<file path="config.mk">
export PLATFORM = sky130hd
export DESIGN_NAME = tif_formatter
export DESIGN_NICKNAME = d
export VERILOG_FILES = /design/src/rtl/tif_formatter.v
export VERILOG_INCLUDE_DIRS = /design/src /design/src/inc
export SDC_FILE = /design/constraint.sdc
export NUM_CORES = 1
export LEC_CHECK = 0
export BUFFER_PORTS_ARGS = -buffer_cell sky130_fd_sc_hd__buf_2
export CAP_MARGIN = 0
export CORE_UTILIZATION = 54
export CTS_CLUSTER_DIAMETER = 100
export CTS_CLUSTER_SIZE = 16
export DETAILED_ROUTE_END_ITERATION = 12
export GPL_TIMING_DRIVEN = 0
export PLACE_DENSITY = 0.84
export RECOVER_POWER = 25
export SLEW_MARGIN = 20
export SYNTH_ARGS = -nofsm -noshare
export SYNTH_HDL_FRONTEND = slang
export SYNTH_SLANG_ARGS = --single-unit
</file>
<file path="constraint.sdc">
create_clock -name clock_i -period 2.3 [get_ports clock_i]
set_input_delay 0.345 -clock clock_i [delete_from_list [all_inputs] [get_ports clock_i]]
set_output_delay 0.345 -clock clock_i [all_outputs]
set_load 0.1 [all_outputs]
</file>
<file path="src/inc/tif_defines.vh">
`ifndef TIF_DEFINES_VH
`define TIF_DEFINES_VH

// register byte offsets
`define TIF_REG_CONTROL 12'h000
`define TIF_REG_STATUS 12'h004
`define TIF_REG_LAST 12'h008

// control field positions
`define TIF_CTL_FIFO_BYPASS_N 0
`define TIF_CTL_ENCODER_BYPASS_N 1
`define TIF_CTL_WIDTH_SELECT 2

// control reset value: fifo and encoder on, 8-bit characters
`define TIF_CTL_RESET 3'h7

// status field positions
`define TIF_ST_INT_LEVEL 0
`define TIF_ST_INT_PENDING 1
`define TIF_ST_HALTED 2
`define TIF_ST_CHAR_COUNT 8

// special and exception characters (low byte, with a special flag, or a violation flag for C0.7)
`define TIF_K28_0 8'h1C
`define TIF_K28_3 8'h7C
`define TIF_K28_5 8'hBC
`define TIF_C0_7 8'hE0

// synchroniser pin positions
`define TIF_PIN_INT 8
`define TIF_PIN_HALT_N 9
`define TIF_PIN_VIOL 10
`define TIF_PIN_CELL 11
`define TIF_PIN_SPECIAL 12
`define TIF_PIN_WEN 13
`define TIF_PIN_HCLK 14
`define TIF_PIN_RCLK 15
`define TIF_PIN_COUNT 16

`endif

</file>
<file path="src/rtl/tif_formatter.v">
// What this block does
// - host puts the character on the low eight bus bits, 8- or 10-bit wide
// - inputs are taken on host write clock or reference clock edge by path
// - encoder bypassed: low eight bits form low byte of raw character
// - interrupt input raises specials only with fifo and encoder both enabled
// - interrupt level change injects one special ahead of next fifo entry
// - rising change sends K28.0, falling change sends K28.3
// - fifo bypassed, encoder on: interrupt, halt and cell start ignored
// - fifo and encoder bypassed: interrupt pin is raw bit nine
// - fifo and encoder on: halt low stops fifo reads and sends K28.5; writes still go on
// - encoder bypassed: halt pin is always raw bit ten
// - fifo and encoder on: violation, cell start, special jointly chosen
// - fifo bypassed, encoder on, with violation set: send C0.7 instead of the data
// - encoder bypassed, 10-bit width: violation pin is raw bit eleven
// - encoder bypassed, 8-bit width: violation and cell start ignored
// - encoder bypassed, 10-bit width: cell start pin is raw bit twelve
// - fifo on with write enable: one fifo write per host clock edge
// - fifo bypassed without write enable: bus ignored, K28.5 sent
//
// Implementation choices: the APB slave port and the register addresses.
`timescale 1ns/1ns
`include "tif_defines.vh"

module tif_formatter
(
  // clock and reset
  input wire clock_i,
  input wire rst_n_i,
  // apb slave
  input wire psel_i,
  input wire penable_i,
  input wire pwrite_i,
  input wire [11:0] paddr_i,
  input wire [31:0] pwdata_i,
  output reg [31:0] prdata_o,
  output reg pready_o,
  output reg pslverr_o,
  // host pins, asynchronous to clock_i
  input wire [7:0] tx_char_bus_i,
  input wire tx_interrupt_in_i,
  input wire tx_halt_n_i,
  input wire tx_violation_req_i,
  input wire tx_cell_start_i,
  input wire tx_special_select_i,
  input wire tx_write_enable_i,
  input wire host_write_clock_i,
  input wire reference_clock_i,
  // transmit fifo, same clock
  input wire [11:0] fifo_rdata_i,
  input wire fifo_empty_i,
  output reg fifo_wr_o,
  output reg [11:0] fifo_wdata_o,
  output reg fifo_rd_o,
  // formatted character towards encoder and shifter
  output reg char_valid_o,
  output reg [11:0] char_o,
  output reg char_special_o,
  output reg char_violation_o,
  output reg char_cell_o,
  output reg char_raw_o
);

  // configuration and state
  reg [2:0] control;
  reg [`TIF_PIN_COUNT-1:0] pin_meta;
  reg [`TIF_PIN_COUNT-1:0] pin_sync;
  reg hclk_prev;
  reg rclk_prev;
  reg int_prev;
  reg int_pending;
  reg [7:0] int_code;
  reg [15:0] char_count;
  reg [31:0] next_prdata;
  reg next_pslverr;
  reg [11:0] raw_char;

  wire fifo_on = control[`TIF_CTL_FIFO_BYPASS_N];
  wire enc_on = control[`TIF_CTL_ENCODER_BYPASS_N];
  wire width8 = control[`TIF_CTL_WIDTH_SELECT];
  wire hclk_edge = pin_sync[`TIF_PIN_HCLK] & ~hclk_prev;
  wire rclk_edge = pin_sync[`TIF_PIN_RCLK] & ~rclk_prev;
  wire s_int = pin_sync[`TIF_PIN_INT];
  wire s_halt_n = pin_sync[`TIF_PIN_HALT_N];
  wire s_viol = pin_sync[`TIF_PIN_VIOL];
  wire s_cell = pin_sync[`TIF_PIN_CELL];
  wire s_special = pin_sync[`TIF_PIN_SPECIAL];
  wire s_wen = pin_sync[`TIF_PIN_WEN];
  wire full_mode = fifo_on & enc_on;
  // fifo path writes on the host clock, bypass path uses the reference
  wire host_sample = fifo_on & hclk_edge;
  wire ref_sample = rclk_edge;
  wire int_change = full_mode & (s_int != int_prev);
  wire apb_access = psel_i & penable_i & ~pready_o;
  wire apb_done = psel_i & penable_i & pready_o;

  // two-stage synchroniser for every host pin
  always @(posedge clock_i or negedge rst_n_i)
  begin
    if (!rst_n_i)
    begin
      pin_meta <= {`TIF_PIN_COUNT{1'b0}};
      pin_sync <= {`TIF_PIN_COUNT{1'b0}};
      hclk_prev <= 1'b0;
      rclk_prev <= 1'b0;
    end
    else
    begin
      pin_meta <= {reference_clock_i, host_write_clock_i, tx_write_enable_i,
                   tx_special_select_i, tx_cell_start_i, tx_violation_req_i,
                   tx_halt_n_i, tx_interrupt_in_i, tx_char_bus_i};
      pin_sync <= pin_meta;
      hclk_prev <= pin_sync[`TIF_PIN_HCLK];
      rclk_prev <= pin_sync[`TIF_PIN_RCLK];
    end
  end

  // raw character assembly when the encoder is bypassed
  always @*
  begin
    raw_char = 12'h000;
    raw_char[7:0] = pin_sync[7:0];
    raw_char[8] = s_int;
    raw_char[9] = s_halt_n;
    if (!width8)
    begin
      raw_char[10] = s_viol;
      raw_char[11] = s_cell;
    end
    // 8-bit width leaves violation and cell start unused
  end

  // fifo writes on each host clock edge while write enable is high
  always @(posedge clock_i or negedge rst_n_i)
  begin
    if (!rst_n_i)
    begin
      fifo_wr_o <= 1'b0;
      fifo_wdata_o <= 12'h000;
    end
    else
    begin
      fifo_wr_o <= host_sample & s_wen;
      if (host_sample & s_wen)
      begin
        if (enc_on)
          fifo_wdata_o <= {s_cell, s_viol, s_special, 1'b0,
                           pin_sync[7:0]};
        else
          fifo_wdata_o <= raw_char;
      end
    end
  end

  // interrupt edge tracking, sampled with the fifo writes
  always @(posedge clock_i or negedge rst_n_i)
  begin
    if (!rst_n_i)
    begin
      int_prev <= 1'b0;
      int_pending <= 1'b0;
      int_code <= 8'h00;
    end
    else
    begin
      if (host_sample & int_change)
      begin
        int_prev <= s_int;
        int_pending <= 1'b1;
        int_code <= s_int ? `TIF_K28_0 : `TIF_K28_3;
      end
      else if (ref_sample & full_mode & int_pending)
        int_pending <= 1'b0;
      else if (!full_mode)
        int_pending <= 1'b0;
    end
  end

  // character slot on each reference clock edge
  always @(posedge clock_i or negedge rst_n_i)
  begin
    if (!rst_n_i)
    begin
      char_valid_o <= 1'b0;
      char_o <= 12'h000;
      char_special_o <= 1'b0;
      char_violation_o <= 1'b0;
      char_cell_o <= 1'b0;
      char_raw_o <= 1'b0;
      fifo_rd_o <= 1'b0;
      char_count <= 16'h0000;
    end
    else
    begin
      char_valid_o <= ref_sample;
      fifo_rd_o <= 1'b0;
      if (ref_sample)
      begin
        char_count <= char_count + 16'h0001;
        char_violation_o <= 1'b0;
        char_cell_o <= 1'b0;
        char_raw_o <= ~enc_on;
        char_special_o <= 1'b0;
        if (fifo_on)
        begin
          if (full_mode & int_pending)
          begin
            // interrupt special bypasses the fifo
            char_o <= {4'h0, int_code};
            char_special_o <= 1'b1;
          end
          else if ((full_mode & ~s_halt_n) | fifo_empty_i)
          begin
            // halted or empty: idle, reads stopped
            char_o <= enc_on ? {4'h0, `TIF_K28_5} : 12'h000;
            char_special_o <= enc_on;
          end
          else if (enc_on)
          begin
            fifo_rd_o <= 1'b1;
            char_cell_o <= fifo_rdata_i[11];
            if (fifo_rdata_i[10])
            begin
              char_o <= {4'h0, `TIF_C0_7};
              char_violation_o <= 1'b1;
            end
            else
            begin
              char_o <= {4'h0, fifo_rdata_i[7:0]};
              char_special_o <= fifo_rdata_i[9];
            end
          end
          else
          begin
            fifo_rd_o <= 1'b1;
            char_o <= fifo_rdata_i;
          end
        end
        else if (!s_wen)
        begin
          // bus ignored, sync characters sent
          char_o <= {4'h0, `TIF_K28_5};
          char_special_o <= 1'b1;
          char_raw_o <= 1'b0;
        end
        else if (enc_on & s_viol)
        begin
          char_o <= {4'h0, `TIF_C0_7};
          char_violation_o <= 1'b1;
        end
        else if (enc_on)
        begin
          // interrupt, halt and cell start unused here
          char_o <= {4'h0, pin_sync[7:0]};
          char_special_o <= s_special;
        end
        else
          char_o <= raw_char;
      end
    end
  end

  // apb read mux and decode
  always @*
  begin
    next_prdata = 32'h0000_0000;
    next_pslverr = 1'b0;
    case (paddr_i)
      `TIF_REG_CONTROL:
        next_prdata = {29'h0000_0000, control};
      `TIF_REG_STATUS:
      begin
        next_prdata[`TIF_ST_INT_LEVEL] = int_prev;
        next_prdata[`TIF_ST_INT_PENDING] = int_pending;
        next_prdata[`TIF_ST_HALTED] = full_mode & ~s_halt_n;
        next_prdata[`TIF_ST_CHAR_COUNT+15:`TIF_ST_CHAR_COUNT] = char_count;
      end
      `TIF_REG_LAST:
        next_prdata = {16'h0000, char_raw_o, char_cell_o, char_violation_o,
                       char_special_o, char_o};
      default:
        next_pslverr = 1'b1;
    endcase
  end

  // apb slave: answers one cycle into the access phase
  always @(posedge clock_i or negedge rst_n_i)
  begin
    if (!rst_n_i)
    begin
      pready_o <= 1'b0;
      prdata_o <= 32'h0000_0000;
      pslverr_o <= 1'b0;
      control <= `TIF_CTL_RESET;
    end
    else
    begin
      pready_o <= apb_access;
      if (apb_access)
      begin
        prdata_o <= pwrite_i ? 32'h0000_0000 : next_prdata;
        pslverr_o <= next_pslverr;
      end
      else
      begin
        prdata_o <= 32'h0000_0000;
        pslverr_o <= 1'b0;
      end
      if (apb_done & pwrite_i & (paddr_i == `TIF_REG_CONTROL))
        control <= pwdata_i[2:0];
    end
  end

endmodule // tif_formatter

</file>
==> results.yml <==
synth:
  yosysSeqAreaShare_pct: 64.78
  synthXorXnorAreaFrac_pct: 3.178
  synth_edf_count: 0
  synth.largest_area_cell: "dfrtp_1"
  synth_warnings: 0
  synth_cells: 366
  synth_area_per_cell_um2: 12.05
  synth_compound_area_share_pct: 9.024
  yosys.area_share.simple_pct: 14.95
  synthArstFlopShare_pct: 100.0
  yosys-mux-area-fraction_pct: 4.200
  synth-adder-area-share_pct: 0.2838
  ys.flop_type: "dfrtp_1"
  synthTopCellsByArea: "dfrtp_1 63%, mux2_2 3.1%, nor2_1 2.9%"
  ys_ff_latch: 114
  synth_area_um2: 4409
  ys_top_cells_by_count: "111 x dfrtp_1, 34 x nor2_1, 27 x nand2_1"
  synth_top_area_share_pct: 63.00
  post-synth-top-count-cell: "dfrtp_1"
  synth_top_family_by_area: "simple AND/OR/NAND/NOR gates"
  ys_types: 49
clock_network:
  clockBufferDepth: 2
  cts_tree: "yes"
  root_buffer: "clkbuf_8"
  htreeDepth: 4
  clkTransAtPathRegs_ns: 0.06
  cts_sinks: 114
  cts_buffers: 17
  cts_resized: 0
  cts_setup_buffers: 0
  clk_latency_ns: 0.51
timing:
  fin_tns_setup_ns: 0
  slew_headroom_pct: 31.74
  slew_violations: 0
  rsz0062_at_grt: "no"
  setup_viol: 0
  max_freq_mhz: 533.2
  min_period_over_period_pct: 81.54
  fin_crit_ns: 1.875
  hold_viol: 0
  worst_slew_pin_slew_ns: 1.024
  skew_ns: 0.004236
detailed_routing:
  via_per_inst: 5.304
  drtIter0Drc: 221
  drc: 0
  drt-pass1-iter-count: 5
  antenna_left: 0
  wirelength_mm: 10.29
  num_vias: 3336
  wire_per_inst_um: 16.36
floorplan:
  coreArea_um2: 7807
  die-area_um2: 8530
  die_y_um: 92.36
  die_w_um: 92.36
  initial_utilization_pct: 56.47
  boundaryPins: 143
  rows: 32
finish:
  area_delta_synth_final_pct: 33.37
  finish.utilization_pct: 75.32
  multi_input_area_um2: 1425
  layout.nets: 593
  final_cells: 629
  seqCellArea_um2: 2856
  nFillCells: 521
  insertedDiodeCount: 0
  drive_gt1_share_pct: 31.31
global_route:
  grt_usage_pct: 26.69
  grt_max_degree: 76
  grt_antenna_before_repair: 0
  use_met3_pct: 7.635
  busiest_layer: "met2"
  overflow: 0
  grt_pass1_vias: 3506
  grt_pass1_wl_mm: 16.97
  met2_usage_pct: 44.63
  grt_use_met1_pct: 32.20
placement:
  portBuffers: 104
  dp.cells: 580
  hpwl_mm: 6.930
  gp_congestion: 0.9462
critical_path:
  critPathCaptureType: "flop"
  cp_cell_sequence: "nand2b_1, inv_1, clkbuf_1, buf_1, a41oi_1"
  start_kind: "flop"
  worstSetupPathType: "reg2reg"
  rrSetupSlack_ns: 0.42
  crit_required_ns: 2.65
  cp_slowest_stage_delay_ns: 0.41
  worstPathMaxFanout: 10
  crit_slowest_cell: "clkbuf_1"
  crit_arrival_ns: 2.23
run:
  maxCapViolations: 0
pwr:
  power_mw: 5.517
  power_leakage_nw: 2.988
  ir_worst_vdd_mv: 0.6326
  power_density_nw_per_um2: 938.1
hold_path:
  hp-class: "in2reg"
run_status:
  status: "complete, no violations"
## kinds of logic (layout without fill, tap and decap cells)
logic type | count (synthesis) | after routing
and+or+nand+nor | 125 | 125
other | 1 | 8
buffers and inverters | 32 | 186
DFF | 114 | 114
muxes | 17 | 17
AOI/OAI and AO/OA | 60 | 60
adders and majority gates | 1 | 1
xor gates and xnor gates | 16 | 16
## cells in the final DEF (no fill, tap or decap), types with 3 or more instances in the layout
cell	n
nand2b_1	7
nor3_1	6
bufinv_16	4
conb_1	8
mux2i_1	5
clkinv_2	5
buf_4	8
dfstp_2	3
and2_1	15
xnor2_1	7
nand3_1	5
nand4_1	7
xor2_1	9
buf_1	3
a21boi_0	4
inv_1	9
a22oi_1	8
nor2b_1	7
o22a_1	3
clkbuf_16	16
o21ai_0	18
a21oi_1	10
nor2_1	34
dfrtp_1	111
clkbuf_1	12
mux2_2	12
buf_2	106
nand2_1	27
a221oi_1	4
dlygate4sd3_1	17
## layout make-up
class                   instances  share of cell area, %
flip-flops and latches        114                  48.57
multi-input cells             227                  24.23
repair buffers                122                  12.21
clock buffers                  21                  7.468
clock inverters                11                  2.723
well taps                     102                  2.170
plain buffers                  23                  2.043
inverters                       9                 0.5745
## power by group
group	internal, mW	switching [mW]	leakage [nW]
sequential	2.11	0.0954	1.46
clock	1.78	0.875	0.291
combinational	0.176	0.483	1.24
total	4.06	1.45	2.99
## per-stage QoR
| stage | cell area (µm²) | hold WS, ns | worst slack [ns] |
|---|---|---|---|
| after global routing | 5881 | 0.06609 | 0.2761 |
| after floorplan | 4436 | 0.04941 | 0.4492 |
| after CTS | 5887 | 0.03913 | 0.4292 |
| after detailed placement | 5117 | 0.2762 | 0.2798 |
| after global placement | 5084 | 0.3313 | -0.2866 |
| final | 5881 | 0.05937 | 0.4247 |
## flip-flops by register name, indices dropped and copies added, names as in the netlist, 2 cells and up
| name | flops |
|---|---|
| int_code | 2 |
| pin_meta | 16 |
| control | 3 |
| char_o | 12 |
| fifo_wdata_o | 12 |
| pin_sync | 16 |
| prdata_o | 24 |
| char_count | 16 |
## path summary, 6_finish.rpt
| path | start | to | depth (start not counted) |
|---|---|---|---|
| setup / recovery | rclk_prev | char_o[5] | 5 |
| hold / removal | fifo_rdata_i[1] | char_o[1] | 2 |
| setup reg to reg | rclk_prev | char_o[5] | 5 |
| hold reg to reg | pin_meta[15] | pin_sync[15] | 0 |
| max in group asynchronous | rst_n_i | control[1] | 3 |
| min in group asynchronous | rst_n_i | pslverr_o | 2 |
## worst max-delay path, delay by kind of cell (launching register included)
kind,cells,cell delay (ns)
compound gates,1,0.18
buf+inv,3,0.94
flops,1,0.35
simple gates,1,0.23
## timing repair
action,4_1_cts,5_1_grt
hold endpoints to repair,55,0
endpoints found under the setup margin,0,0
hold buffers,17,0
## routing by layer
layer / vias up / wire length [µm]
met1: 1627 / 4016
met5: - / 0
met3: 28 / 572
met4: 0 / 266
li1: 1541 / -
met2: 140 / 5432
Power figures use the tool's default switching activity.
